[src/inc/eac_pkg.sv]
// Constants, field layout and timing of the nonvolatile memory access control block
// *****************************************************************************
// *****************************************************************************
package eac_pkg;

  // *****************************************************************************
  // Register offsets and field positions
  // *****************************************************************************
  localparam logic [5:0] EAC_OFS_CONTROL   = 6'h1C;
  localparam logic [5:0] EAC_OFS_DATA      = 6'h1D;
  localparam logic [5:0] EAC_OFS_ADDR_LOW  = 6'h1E;
  localparam logic [5:0] EAC_OFS_ADDR_HIGH = 6'h1F;

  localparam int EAC_BIT_READ_STROBE = 0;
  localparam int EAC_BIT_PROG_ENABLE = 1;
  localparam int EAC_BIT_MASTER      = 2;
  localparam int EAC_BIT_RDY_IRQ_EN  = 3;
  localparam int EAC_BIT_MODE_LO     = 4;
  localparam int EAC_BIT_MODE_HI     = 5;

  localparam logic [1:0] EAC_MODE_ATOMIC   = 2'h0;
  localparam logic [1:0] EAC_MODE_ERASE    = 2'h1;
  localparam logic [1:0] EAC_MODE_WRITE    = 2'h2;
  localparam logic [1:0] EAC_MODE_RESERVED = 2'h3;

  localparam logic [1:0] EAC_MODE_RESET = 2'h0;
  localparam logic [7:0] EAC_DATA_RESET = 8'h00;

  // Set for the 512-byte variant, which owns the top address bit
  localparam logic EAC_HAS_TOP_BIT = 1'b0;

  // *****************************************************************************
  // Timing
  // *****************************************************************************
  localparam logic [2:0] EAC_MASTER_WINDOW = 3'h4;
  localparam logic [2:0] EAC_PROG_STALL    = 3'h2;
  localparam logic [2:0] EAC_READ_STALL    = 3'h4;

  // Programming times in microseconds, oscillator rate in kHz
  localparam int EAC_ATOMIC_TIME_US = 3400;
  localparam int EAC_SPLIT_TIME_US  = 1800;
  localparam int EAC_OSC_FREQ_KHZ   = 8000;
  localparam int EAC_ATOMIC_TICKS   = (EAC_ATOMIC_TIME_US * EAC_OSC_FREQ_KHZ + 999) / 1000;
  localparam int EAC_SPLIT_TICKS    = (EAC_SPLIT_TIME_US * EAC_OSC_FREQ_KHZ + 999) / 1000;

  typedef enum logic {
    EAC_IDLE,
    EAC_BUSY
  } eac_state_type;

endpackage : eac_pkg

[src/rtl/eac_sync_edge.sv]
// Two-flop synchroniser with rising-edge pulse for the oscillator input
`timescale 1ns/100ps
`default_nettype none
module eac_sync_edge (
  input  wire logic clk,
  input  wire logic async_in,
  output logic      rise
);

  logic meta;
  logic stable;
  logic stable_d;

  // Free running so that timing survives a reset during programming
  always_ff @(posedge clk) begin
    meta     <= async_in;
    stable   <= meta;
    stable_d <= stable;
    rise     <= stable & ~stable_d;
  end

endmodule : eac_sync_edge
`default_nettype wire

[src/rtl/eac_prog_timer.sv]
// Down counter of oscillator ticks timing one programming operation
`timescale 1ns/100ps
`default_nettype none
module eac_prog_timer (
  input  wire logic        clk,
  input  wire logic        resetn,
  input  wire logic        start,
  input  wire logic [15:0] ticks,
  input  wire logic        tick,
  output logic             done
);

  logic [15:0] remaining;
  logic        running;

  // A running count ignores reset so the operation completes
  always_ff @(posedge clk) begin
    if (!resetn && !running) begin
      remaining <= 16'h0000;
      done      <= 1'b0;
    end else if (start) begin
      remaining <= ticks;
      done      <= 1'b0;
    end else if (running && tick) begin
      remaining <= remaining - 16'h0001;
      done      <= (remaining == 16'h0001);
    end else begin
      done      <= 1'b0;
    end
  end

  always_ff @(posedge clk) begin
    if (!resetn && !running) begin
      running <= 1'b0;
    end else if (start) begin
      running <= 1'b1;
    end else if (running && tick && remaining == 16'h0001) begin
      running <= 1'b0;
    end
  end

endmodule : eac_prog_timer
`default_nettype wire

[src/rtl/eac_core.sv]
// Register file, sequencing and CPU stall for the byte-wide nonvolatile memory
`timescale 1ns/100ps
`default_nettype none
module eac_core #(
  parameter int ATOMIC_TICKS = eac_pkg::EAC_ATOMIC_TICKS,
  parameter int SPLIT_TICKS  = eac_pkg::EAC_SPLIT_TICKS
) (
  input  wire logic       clk,
  input  wire logic       resetn,
  input  wire logic [5:0] io_addr,
  input  wire logic [7:0] io_wdata,
  input  wire logic       io_write,
  input  wire logic       io_read,
  output logic      [7:0] io_rdata,
  input  wire logic       global_irq_enable,
  input  wire logic       osc_clk,
  output logic      [8:0] mem_addr,
  output logic      [7:0] mem_wdata,
  output logic            mem_read,
  output logic            mem_erase,
  output logic            mem_program,
  input  wire logic [7:0] mem_rdata,
  output logic            cpu_stall,
  output logic            ready_irq
);

  // *****************************************************************************
  // Decode
  // *****************************************************************************
  function automatic logic hit(input logic [5:0] ofs);
    hit = io_write && (io_addr == ofs);
  endfunction : hit

  eac_pkg::eac_state_type state;

  logic [1:0] prog_mode_field;
  logic       ready_irq_enable;
  logic       master_prog_enable;
  logic [2:0] master_count;
  logic       prog_enable;
  logic [7:0] nvm_data;
  logic [8:0] nvm_address;
  logic [2:0] stall_count;
  logic       read_pending;
  logic       busy;
  logic       osc_tick;
  logic       prog_done;
  logic       ctrl_write;
  logic       want_prog;
  logic       want_read;
  logic       start_prog;
  logic       start_read;
  logic [1:0] next_mode;
  logic [15:0] next_ticks;

  assign busy       = (state == eac_pkg::EAC_BUSY);
  assign ctrl_write = hit(eac_pkg::EAC_OFS_CONTROL);
  assign want_prog  = ctrl_write && io_wdata[eac_pkg::EAC_BIT_PROG_ENABLE];
  assign want_read  = ctrl_write && io_wdata[eac_pkg::EAC_BIT_READ_STROBE];

  // Mode in force for a start issued by this same write
  assign next_mode = io_wdata[eac_pkg::EAC_BIT_MODE_HI:eac_pkg::EAC_BIT_MODE_LO];

  // Reserved mode starts no programming operation
  assign start_prog = want_prog && master_prog_enable && !busy
                      && (next_mode != eac_pkg::EAC_MODE_RESERVED) && resetn;
  assign start_read = want_read && !busy && !start_prog && resetn;

  always_comb begin
    next_ticks = 16'(SPLIT_TICKS);
    if (next_mode == eac_pkg::EAC_MODE_ATOMIC) begin
      next_ticks = 16'(ATOMIC_TICKS);
    end
  end

  // *****************************************************************************
  // Oscillator timebase
  // *****************************************************************************
  eac_sync_edge u_osc_sync (
    .clk      (clk),
    .async_in (osc_clk),
    .rise     (osc_tick)
  );

  eac_prog_timer u_prog_timer (
    .clk    (clk),
    .resetn (resetn),
    .start  (start_prog),
    .ticks  (next_ticks),
    .tick   (osc_tick),
    .done   (prog_done)
  );

  // *****************************************************************************
  // Programming sequence
  // *****************************************************************************
  always_ff @(posedge clk) begin
    if (!resetn && !busy) begin
      state <= eac_pkg::EAC_IDLE;
    end else begin
      case (state)
        eac_pkg::EAC_IDLE: begin
          if (start_prog) begin
            state <= eac_pkg::EAC_BUSY;
          end
        end
        eac_pkg::EAC_BUSY: begin
          if (prog_done) begin
            state <= eac_pkg::EAC_IDLE;
          end
        end
        default: begin
          state <= eac_pkg::EAC_IDLE;
        end
      endcase
    end
  end

  always_ff @(posedge clk) begin
    if (!resetn && !busy) begin
      prog_enable <= 1'b0;
    end else if (start_prog) begin
      prog_enable <= 1'b1;
    end else if (busy && prog_done) begin
      prog_enable <= 1'b0;
    end
  end

  // Array strobes are held for the whole operation
  always_ff @(posedge clk) begin
    if (!resetn && !busy) begin
      mem_erase   <= 1'b0;
      mem_program <= 1'b0;
    end else if (start_prog) begin
      mem_erase   <= (next_mode != eac_pkg::EAC_MODE_WRITE);
      // Write-only never erases, so an unerased target byte ends up undefined
      mem_program <= (next_mode != eac_pkg::EAC_MODE_ERASE);
    end else if (busy && prog_done) begin
      mem_erase   <= 1'b0;
      mem_program <= 1'b0;
    end
  end

  // *****************************************************************************
  // Control register fields
  // *****************************************************************************
  always_ff @(posedge clk) begin
    if (!resetn) begin
      if (!busy) begin
        prog_mode_field <= eac_pkg::EAC_MODE_RESET;
      end
    end else if (ctrl_write && !prog_enable) begin
      prog_mode_field <= next_mode;
    end
  end

  always_ff @(posedge clk) begin
    if (!resetn) begin
      ready_irq_enable <= 1'b0;
    end else if (ctrl_write) begin
      ready_irq_enable <= io_wdata[eac_pkg::EAC_BIT_RDY_IRQ_EN];
    end
  end

  // Master enable lives four cycles after the setting write
  always_ff @(posedge clk) begin
    if (!resetn) begin
      master_prog_enable <= 1'b0;
      master_count       <= 3'h0;
    end else if (ctrl_write && io_wdata[eac_pkg::EAC_BIT_MASTER]) begin
      master_prog_enable <= 1'b1;
      master_count       <= eac_pkg::EAC_MASTER_WINDOW;
    end else if (start_prog) begin
      master_prog_enable <= 1'b0;
      master_count       <= 3'h0;
    end else if (master_count != 3'h0) begin
      master_count       <= master_count - 3'h1;
      master_prog_enable <= (master_count != 3'h1);
    end
  end

  // *****************************************************************************
  // Address and data registers
  // *****************************************************************************
  always_ff @(posedge clk) begin
    if (!busy) begin
      if (hit(eac_pkg::EAC_OFS_ADDR_LOW)) begin
        nvm_address[7:0] <= io_wdata;
      end
      if (hit(eac_pkg::EAC_OFS_ADDR_HIGH)) begin
        nvm_address[8] <= io_wdata[0] & eac_pkg::EAC_HAS_TOP_BIT;
      end
    end
  end

  // A read result arriving during reset is dropped with the clear
  always_ff @(posedge clk) begin
    if (!resetn) begin
      nvm_data <= eac_pkg::EAC_DATA_RESET;
    end else if (read_pending) begin
      nvm_data <= mem_rdata;
    end else if (hit(eac_pkg::EAC_OFS_DATA)) begin
      nvm_data <= io_wdata;
    end
  end

  // *****************************************************************************
  // Array interface
  // *****************************************************************************
  always_ff @(posedge clk) begin
    if (!resetn) begin
      mem_read     <= 1'b0;
      read_pending <= 1'b0;
    end else begin
      mem_read     <= start_read;
      read_pending <= mem_read;
    end
  end

  always_ff @(posedge clk) begin
    if (!resetn && !busy) begin
      mem_addr  <= 9'h000;
      mem_wdata <= 8'h00;
    end else if (!busy) begin
      mem_addr  <= {nvm_address[8] & eac_pkg::EAC_HAS_TOP_BIT, nvm_address[7:0]};
      mem_wdata <= nvm_data;
    end
  end

  // *****************************************************************************
  // CPU stall
  // *****************************************************************************
  always_ff @(posedge clk) begin
    if (!resetn) begin
      stall_count <= 3'h0;
      cpu_stall   <= 1'b0;
    end else if (start_prog) begin
      stall_count <= eac_pkg::EAC_PROG_STALL - 3'h1;
      cpu_stall   <= 1'b1;
    end else if (start_read) begin
      stall_count <= eac_pkg::EAC_READ_STALL - 3'h1;
      cpu_stall   <= 1'b1;
    end else if (stall_count != 3'h0) begin
      stall_count <= stall_count - 3'h1;
      cpu_stall   <= 1'b1;
    end else begin
      cpu_stall   <= 1'b0;
    end
  end

  // *****************************************************************************
  // Ready interrupt
  // *****************************************************************************
  always_ff @(posedge clk) begin
    if (!resetn) begin
      ready_irq <= 1'b0;
    end else begin
      ready_irq <= ready_irq_enable && global_irq_enable && !prog_enable;
    end
  end

  // *****************************************************************************
  // Read port
  // *****************************************************************************
  always_ff @(posedge clk) begin
    if (!resetn) begin
      io_rdata <= 8'h00;
    end else if (io_read) begin
      case (io_addr)
        eac_pkg::EAC_OFS_CONTROL: begin
          io_rdata <= {2'h0, prog_mode_field, ready_irq_enable,
                       master_prog_enable, prog_enable, 1'b0};
        end
        eac_pkg::EAC_OFS_DATA: begin
          io_rdata <= nvm_data;
        end
        eac_pkg::EAC_OFS_ADDR_LOW: begin
          io_rdata <= nvm_address[7:0];
        end
        eac_pkg::EAC_OFS_ADDR_HIGH: begin
          io_rdata <= {7'h00, nvm_address[8] & eac_pkg::EAC_HAS_TOP_BIT};
        end
        default: begin
          io_rdata <= 8'h00;
        end
      endcase
    end
  end

endmodule : eac_core
`default_nettype wire

[config.mk]
export PLATFORM = sky130hd
export DESIGN_NAME = eac_core
export DESIGN_NICKNAME = d
export VERILOG_FILES = /design/src/inc/eac_pkg.sv /design/src/rtl/eac_sync_edge.sv /design/src/rtl/eac_prog_timer.sv /design/src/rtl/eac_core.sv
export SDC_FILE = /design/constraint.sdc
export NUM_CORES = 1
export LEC_CHECK = 0
export ABC_AREA = 1
export ABC_CLOCK_PERIOD_IN_PS = 2200
export BUFFER_PORTS_ARGS = -buffer_cell sky130_fd_sc_hd__buf_2
export CAP_MARGIN = 20
export CORE_MARGIN = 2
export CORE_UTILIZATION = 40
export CTS_CLUSTER_DIAMETER = 120
export DETAILED_ROUTE_END_ITERATION = 8
export HOLD_SLACK_MARGIN = 0.15
export PLACE_DENSITY = 0.7
export RECOVER_POWER = 50
export SYNTH_ARGS = -nofsm -noshare
export SYNTH_HDL_FRONTEND = slang
export SYNTH_HIERARCHICAL = 1
export SYNTH_SLANG_ARGS = --single-unit
[constraint.sdc]
create_clock -name clk -period 2.2 [get_ports clk]
set_clock_uncertainty 0.05 [all_clocks]
set_input_delay 0.44 -clock clk [delete_from_list [all_inputs] [get_ports clk]]
set_output_delay 0.44 -clock clk [all_outputs]
set_load 0.1 [all_outputs]
==> results of run 1 <==
==> layer usage <==
| metal | share of wire | track usage | up-vias | routed length [um] |
|---|---|---|---|---|
| met5 | 0 | 0 | - | 0 |
| met3 | 0.053 | 0.04831 | 13 | 475 |
| met2 | 0.48 | 0.3092 | 82 | 4349 |
| met4 | 0.016 | 0.06029 | 0 | 147 |
| met1 | 0.45 | 0.2238 | 1591 | 4034 |
| li1 | - | - | 1807 | - |
==> power by group <==
group | switching [mW] | leakage (nW) | total [mW] | internal, mW
Clock | 0.527 | 0.0993 | 0.995 | 0.468
Sequential | 0.0374 | 0.658 | 1.58 | 1.55
Combinational | 0.316 | 1.35 | 0.478 | 0.162
==> cell usage in the layout, fill, tap and decap left out, types with 11 or more instances in the layout <==
cell,instances
a21oi_1,49
nand3_1,52
buf_2,46
buf_4,11
nor2_1,73
dfxtp_1,70
clkbuf_8,11
inv_1,58
conb_1,14
clkbuf_1,11
o21ai_0,23
nand2_1,115
==> sequential cells by signal, summed over array words and instances (netlist names), 2 cells and up <==
signal                  cells
prog_mode_field             2
u_prog_timer/remaining     16
mem_addr                    8
master_count                3
stall_count                 3
nvm_address                 8
nvm_data                    8
io_rdata                    8
mem_wdata                   8
==> layout make-up <==
type | count | area (um2)
fill | 949 | 4793
multi-input combinational | 375 | 1802
sequential | 80 | 1702
timing repair buffer | 70 | 369.1
inverter | 62 | 232.7
tap | 129 | 161.4
clock buffer | 11 | 151.4
clock inverter | 5 | 28.78
==> cells by family (layout without fill, tap and decap cells) <==
group / Yosys count / in the layout
adders and majority gates: 7 / 7
DFF: 80 / 80
other: 2 / 14
and+or+nand+nor: 260 / 260
xor gates and xnor gates: 7 / 7
buffers and inverters: 80 / 148
muxes: 3 / 3
AOI/OAI and AO/OA: 84 / 84
==> through the flow <==
| step | instances | cell area [um2] | worst slack [ns] | power, mW | hold slack (ns) |
|---|---|---|---|---|---|
| finish | 732 | 4447 | 0.4029 | 3.056 | 0.2731 |
| global route | 732 | 4447 | 0.2087 | 3.231 | 0.2519 |
| CTS | 732 | 4473 | 0.4059 | 3.100 | 0.2198 |
| detailed placement | 715 | 4283 | 0.1656 | 2.097 | 0.2644 |
| global placement | 715 | 4283 | 0.2070 | 2.065 | 0.2628 |
| floorplan | 535 | 3844 | 0.4133 | 1.978 | 0.2596 |
==> worst max path at each step <==
| stage | startpoint | end | slack (ns) |
|---|---|---|---|
| finish | master_prog_enable$_SDFFE_PN0P_ | u_prog_timer/remaining[14]$_SDFFE_PP0P_ | 0.40 |
| global placement | io_write | u_prog_timer/remaining[0]$_SDFFE_PP0P_ | 0.21 |
| CTS | master_prog_enable$_SDFFE_PN0P_ | u_prog_timer/remaining[14]$_SDFFE_PP0P_ | 0.41 |
| global route | master_prog_enable$_SDFFE_PN0P_ | u_prog_timer/remaining[14]$_SDFFE_PP0P_ | 0.21 |
| detailed placement | io_write | u_prog_timer/remaining[0]$_SDFFE_PP0P_ | 0.17 |
| floorplan | io_addr[5] | nvm_address[0]$_DFFE_PP_ | 0.41 |
==> results.ini, run 1 <==
[sta]
max_freq_mhz = 556.5
slew_headroom = 0.6416
setup_tns_ns = 0
maxSlewViolCount = 0
finalCritPeriodShare = 0.8168
setup_viol = 0
hold_violations = 0
max_slew.worst_pin.slew_ns = 0.5399
min_period_ns = 1.797
rsz0062_at_grt = false

[route]
vias = 3493
wire_per_inst_um = 12.30
route.detailed.drc = 0
drtIter0Drc = 136
ant_nets = 0
firstDrtPassIters = 5
vias_per_cell = 4.772
finalWirelength_mm = 9.006

[power]
power.density_mw_per_mm2 = 687.2
p_leak_nw = 2.108
ir_worst_vdd_mv = 0.3258

[synth]
yosysTopAreaCellShare = 0.3689
yosys.area.top_type = dfxtp_1
synth_edf_count = 10
synth-simple-area-share = 0.2974
yosysMostFrequentCell = nand2_1
synth.avg_cell_area_um2 = 7.263
synthXorXnorAreaFrac = 0.01614
synth_commonest_cells = nand2_1 (113), nor2_1 (72), dfxtp_1 (70)
synthMuxAreaShare = 0.008564
synthArstFlopShare = 0
synth_seq_cells = 80
synth_cell_types = 34
ys.flop_type = dfxtp_1
synth.cell_area_mm2 = 0.003799
yosys_warnings = 6
synthCells = 523
synth_adder_area_share = 0.02306
ys_seq_area_frac = 0.4480
synth_compound_area_frac = 0.1173
yosys-top-cells-area = dfxtp_1 (37%), nand2_1 (11%), edfxtp_1 (7.9%)
synth_top_family_by_area = simple AND/OR/NAND/NOR gates

[clock_tree]
cts-root-buf = clkbuf_8
cts_resized = 0
cts_hold_buf = 1
cts_buffers = 9
postCtsSetupBuffers = 0
worstSkewPairLatency_ns = 0.35
cts_tree = built
cts.sinks = 80
clk_pin_slew_worst_paths_ns = 0.08
cts_max_path_buffers = 2
htreeDepth = 3

[placed_design]
dp_hpwl_mm = 6.740
io_buffers = 56
gp_congestion = 0.8610

[floorplanning]
num_rows = 35
start_util = 0.4111
die_h_um = 101.5
die_w_um = 101.5
die_area_mm2 = 0.01029
io_pins = 58
design.core.area_mm2 = 0.009240

[setup_path]
crit_type = flip-flop to flip-flop
r2r-end = u_prog_timer/remaining[14]$_SDFFE_PP0P_
critPathLaunchType = flip-flop
timing.rr.start = master_prog_enable$_SDFFE_PN0P_
rrSetupSlack_ns = 0.40
cpPeakStageDelay_ns = 0.39
critPathBufInv = 4
worst_ep_arrival_time_ns = 1.98
cpMaxStageDelayCell = dfxtp_1
crit_required_ns = 2.38
cp_max_fo = 7
end_kind = flip-flop
critPathTopFamily = simple AND/OR/NAND/NOR gates
path_cells = nand2_1 -> inv_1 -> nand2_1 -> nor2_1 -> nand3_1 -> inv_1 -> inv_1 -> nand2_1 -> buf_4 -> o21ai_0 -> a21oi_1 -> nor2_1
r2r.worst_path.cells = 12
cp.depth = 12

[global_route]
grt_overflow = 0
grt_pass1_wl_mm = 14.80
grt_start_max_net_pins = 33
grt_usage = 0.1818
first_global_vias = 3230
antenna_found_initial = 0

[min_path]
holdPathEnd = nvm_address[6]$_DFFE_PP_
worstHoldStart = io_wdata[6]
hold_class = input port to flip-flop
hold-path-cell-count = 1

[run_status]
status = finished, final reports clean

[final_layout]
nNetsFinal = 633
final_util = 0.4812
area_delta_synth_final_pct = 17.06
n_antenna_cell = 0
layout-drive-gt1-share = 0.1625

[job]
maxCapViolCount = 0

No activity file was read; power rests on OpenSTA's default activity.
==> run 2: changes to the inputs <==
--- a/config.mk
+++ b/config.mk
@@ -6,7 +6,7 @@
 export NUM_CORES = 1
 export LEC_CHECK = 0
 export ABC_AREA = 1
-export ABC_CLOCK_PERIOD_IN_PS = 2200
+export ABC_CLOCK_PERIOD_IN_PS = 1600
 export BUFFER_PORTS_ARGS = -buffer_cell sky130_fd_sc_hd__buf_2
 export CAP_MARGIN = 20
 export CORE_MARGIN = 2
@@ -14,7 +14,7 @@
 export CTS_CLUSTER_DIAMETER = 120
 export DETAILED_ROUTE_END_ITERATION = 8
 export HOLD_SLACK_MARGIN = 0.15
-export PLACE_DENSITY = 0.7
+export PLACE_DENSITY = 0.72
 export RECOVER_POWER = 50
 export SYNTH_ARGS = -nofsm -noshare
 export SYNTH_HDL_FRONTEND = slang
==> constraint.sdc (replaced) <==
create_clock -name clk -period 1.6 [get_ports clk]
set_clock_uncertainty 0.05 [all_clocks]
set_input_delay 0.32 -clock clk [delete_from_list [all_inputs] [get_ports clk]]
set_output_delay 0.32 -clock clk [all_outputs]
set_load 0.1 [all_outputs]
==> results.ini, run 2 (synthesis results as in run 1) <==
[run_status]
status = finished, final reports clean

[placed_design]
dp_hpwl_mm = 6.939
gp_congestion = 0.8858
io_buffers = 56

[min_path]
hold_class = input port to flip-flop

[route]
vias = 3665
firstDrtPassIters = 5
route.detailed.drc = 0
wire_per_inst_um = 12.21
finalWirelength_mm = 9.316
ant_nets = 0
vias_per_cell = 4.803
drtIter0Drc = 142

[final_layout]
largest_register_ffs = 16
top_register = u_prog_timer/remaining
layout_common_cells = nand2_1 (112), nor2_1 (70), dfxtp_1 (68)
seqCellArea_mm2 = 0.001704
layout-drive-gt1-share = 0.2350
multi_input_area_mm2 = 0.001866
final_common_cell = nand2_1
n_fill_cell = 869
area_delta_synth_final_pct = 28.23
n_antenna_cell = 0
nNetsFinal = 664

[floorplanning]
start_util = 0.4111
die_h_um = 101.5
num_rows = 35
die_w_um = 101.5
io_pins = 58
design.core.area_mm2 = 0.009240
die_area_mm2 = 0.01029

[sta]
finalCritPeriodShare = 0.9549
rsz0062_at_grt = true
setup_viol = 0
setup_tns_ns = 0
max_freq_mhz = 654.5
min_period_ns = 1.528
hold_violations = 0
timing.hold.ws_ns = 0.2255
maxSlewViolCount = 0

[setup_path]
critPathTopFamily = buffers and inverters
cpMaxStageDelayCell = buf_2
worst_ep_arrival_time_ns = 1.16
critPathBufInv = 1
crit_required_ns = 1.23
cpPeakStageDelay_ns = 0.44
crit_type = flip-flop to primary output
end_kind = primary output
path_cells = buf_2
critPathLaunchType = flip-flop
cp_max_fo = 2

[job]
maxCapViolCount = 0

[global_route]
grt_pass1_wl_mm = 15.23
first_global_vias = 3458
grt_usage = 0.1844
antenna_found_initial = 0
grt_overflow = 0
grt_start_max_net_pins = 33

[power]
power.density_mw_per_mm2 = 958.7
total_power_mw = 4.670
p_leak_nw = 2.316
ir_worst_vdd_mv = 0.4776

[clock_tree]
cts.sinks = 80
htreeDepth = 3
cts_buffers = 9
cts-root-buf = clkbuf_8
cts_tree = built
cts_max_path_buffers = 2
worstSkewPairLatency_ns = 0.35
clk_pin_slew_worst_paths_ns = 0.09

run 2: per-stage QoR:
stage | instances | instance area, um2 | util | setup slack, ns
global route | 763 | 4871 | 0.5272 | -0.04154
floorplan | 535 | 3851 | - | 0.008381
CTS | 761 | 4796 | 0.5190 | 0.009786
finish | 763 | 4871 | 0.5272 | 0.07210
detailed placement | 738 | 4476 | 0.4844 | -0.1794
global placement | 738 | 4476 | 0.4844 | -0.1497
run 2: final cells by class:
cell class	instances	area share
multi-input cells	375	0.3830
flip-flops and latches	80	0.3499
repair buffers	101	0.1354
inverters	62	0.04829
well taps	129	0.03314
clock buffers	10	0.03057
clock inverters	6	0.01978
run 2: report_power, final:
group          leakage, nW  switching (mW)  internal (mW)  total, mW
clock network        0.121           0.793          0.995       1.79
registers            0.657          0.0440           2.13       2.17
logic                 1.54           0.450          0.261      0.711
total                 2.32            1.29           3.38       4.67
run 2: worst paths after layout:
kind | from | to | slack, ns | cells past startpoint
worst min-delay path | io_read | io_rdata[1]$_SDFFE_PN0P_ | 0.23 | 3
worst max-delay path | mem_program$_SDFFE_PP0P_ | mem_program | 0.07 | 1
worst max register to register | master_prog_enable$_SDFFE_PN0P_ | u_prog_timer/remaining[6]$_SDFFE_PP0P_ | 0.07 | 11
worst min register to register | u_osc_sync/meta$_DFF_P_ | u_osc_sync/stable$_DFF_P_ | 0.28 | 0
run 2: routing by layer:
layer | share of wire | global-route usage | vias up | wire length [um]
li1 | - | - | 1870 | -
met1 | 0.46 | 0.2306 | 1681 | 4286
met2 | 0.48 | 0.3184 | 98 | 4503
met3 | 0.044 | 0.03934 | 16 | 410
met4 | 0.012 | 0.05717 | 0 | 116
met5 | 0 | 0 | - | 0
run 2: repair_timing:
action / 4_1_cts / 5_1_grt
hold buffers: 7 / 0
endpoints found under the setup margin: 8 / 17
buffers inserted: 0 / 2
gates resized for setup: 2 / 33
hold endpoints to repair: 7 / 0
pin swaps: 0 / 11
==> run 3: changes to the inputs <==
--- a/config.mk
+++ b/config.mk
@@ -9,12 +9,14 @@
 export ABC_CLOCK_PERIOD_IN_PS = 1600
 export BUFFER_PORTS_ARGS = -buffer_cell sky130_fd_sc_hd__buf_2
 export CAP_MARGIN = 20
+export CELL_PAD_IN_SITES_DETAIL_PLACEMENT = 2
+export CELL_PAD_IN_SITES_GLOBAL_PLACEMENT = 2
 export CORE_MARGIN = 2
-export CORE_UTILIZATION = 40
+export CORE_UTILIZATION = 29
 export CTS_CLUSTER_DIAMETER = 120
 export DETAILED_ROUTE_END_ITERATION = 8
 export HOLD_SLACK_MARGIN = 0.15
-export PLACE_DENSITY = 0.72
+export PLACE_DENSITY = 0.86
 export RECOVER_POWER = 50
 export SYNTH_ARGS = -nofsm -noshare
 export SYNTH_HDL_FRONTEND = slang
==> results.ini, run 3 (synthesis results as in run 1) <==
[global_route]
grt_overflow = 0
grt_pass1_wl_mm = 24.15
use_met1 = 0.2324
grt_usage = 0.2244
top_usage_layer = met2
grtUsageMet2 = 0.4328
use_met3 = 0.04730
antenna_found_initial = 0
grt_start_max_net_pins = 33
first_global_vias = 4435

[power]
p_leak_nw = 2.351
power.density_mw_per_mm2 = 1022
total_power_mw = 5.128
ir_worst_vdd_mv = 0.7998

[clock_tree]
cts_tree = built
cts_max_path_buffers = 2
clk_pin_slew_worst_paths_ns = 0.06
htreeDepth = 3
cts-root-buf = clkbuf_16
cts_buffers = 9
cts.sinks = 80
worstSkewPairLatency_ns = 0.35

[sta]
setup_slack_ns = -0.06610
maxSlewViolCount = 0
timing.hold.ws_ns = 0.2123
max_freq_mhz = 600.2
rsz0062_at_grt = true
setup_tns_ns = -0.08385
finalCritPeriodShare = 1.041
hold_violations = 0
setup_viol = 5
min_period_ns = 1.666

[route]
vias = 3971
ant_nets = 0
finalWirelength_mm = 15.89
drtIter0Drc = 218
firstDrtPassIters = 4
wire_per_inst_um = 19.69
vias_per_cell = 4.921
route.detailed.drc = 0

[setup_path]
end_kind = flip-flop
worst_ep_arrival_time_ns = 1.86
crit_required_ns = 1.79
cp_max_fo = 5
crit_type = flip-flop to flip-flop
critPathLaunchType = flip-flop

[floorplanning]
die_area_mm2 = 0.01403
start_util = 0.2986
num_rows = 41
die_w_um = 118.5
design.core.area_mm2 = 0.01272
io_pins = 58
die_h_um = 118.5

[min_path]
hold_class = input port to flip-flop

[placed_design]
dp_hpwl_mm = 11.29
io_buffers = 56
placed_area_mm2 = 0.004552
gp_congestion = 0.8503

[final_layout]
n_antenna_cell = 0
n_fill_cell = 1507
final_common_cell = nand2_1
largest_register_ffs = 16
layout-drive-gt1-share = 0.2551
layout_common_cells = nand2_1 (108), nor2_1 (70), dfxtp_1 (68)
area_delta_synth_final_pct = 32.05
seqCellArea_mm2 = 0.001707
stdcell_area_mm2 = 0.005016
top_register = u_prog_timer/remaining
nNetsFinal = 665
multi_input_area_mm2 = 0.001901

[run_status]
status = complete, but fails checks
violations = negative setup slack

[job]
maxCapViolCount = 0

[run 3: timing repair]
action | in CTS | in global routing
endpoints found under the hold margin | 4 | 0
resized for setup | 24 | 24
pin swaps | 5 | 10
hold buffers | 4 | 0
setup buffers | 2 | 2
endpoints found under the setup margin | 19 | 17
[run 3: final timing paths]
kind	from	to	slack (ns)	cells past startpoint
max reg2reg	busy$_SDFF_PP0_	u_prog_timer/remaining[11]$_SDFFE_PP0P_	-0.07	11
min reg2reg	u_osc_sync/meta$_DFF_P_	u_osc_sync/stable$_DFF_P_	0.28	0
min	mem_rdata[0]	nvm_data[0]$_SDFFE_PN0P_	0.21	3
max	busy$_SDFF_PP0_	u_prog_timer/remaining[11]$_SDFFE_PP0P_	-0.07	11
[run 3: routing by layer]
metal  share of wire  vias up  routed length (um)
li1                -     1885                   -
met3           0.035       41                 562
met5               0        -                   0
met4           0.029        0                 457
met1            0.39     1958                6244
met2            0.54       87                8621
[run 3: cell type report]
type                    count  share of cell area
clock buffers              10             0.04565
multi-input cells         375              0.3789
inverters                  62             0.04739
flip-flops and latches     80              0.3402
well taps                 172             0.04290
clock inverters             6             0.01347
repair buffers            102              0.1315
[run 3: power by group]
part	total [mW]	internal, mW	leakage, nW	switching (mW)
registers	2.19	2.13	0.658	0.0623
clock network	2.10	1.22	0.141	0.885
logic	0.835	0.279	1.55	0.556
[run 3: metrics by stage]
stage,instances,setup slack [ns],util
2_1_floorplan,535,0.008381,-
3_3_place_gp,784,-0.2142,0.3578
3_5_place_dp,784,-0.4309,0.3578
4_1_cts,805,-0.001296,0.3897
5_1_grt,807,-0.1617,0.3943
6_report,807,-0.06610,0.3943
[run 3: critical path: stages (launching register included)]
cell	delay, ns
dfxtp_4	0.36
nor2_4	0.10
inv_2	0.06
nor2_4	0.15
nand3_4	0.10
inv_4	0.11
inv_4	0.05
nand2_4	0.11
buf_6	0.13
o21ai_0	0.09
a21oi_1	0.16
nor2_1	0.07
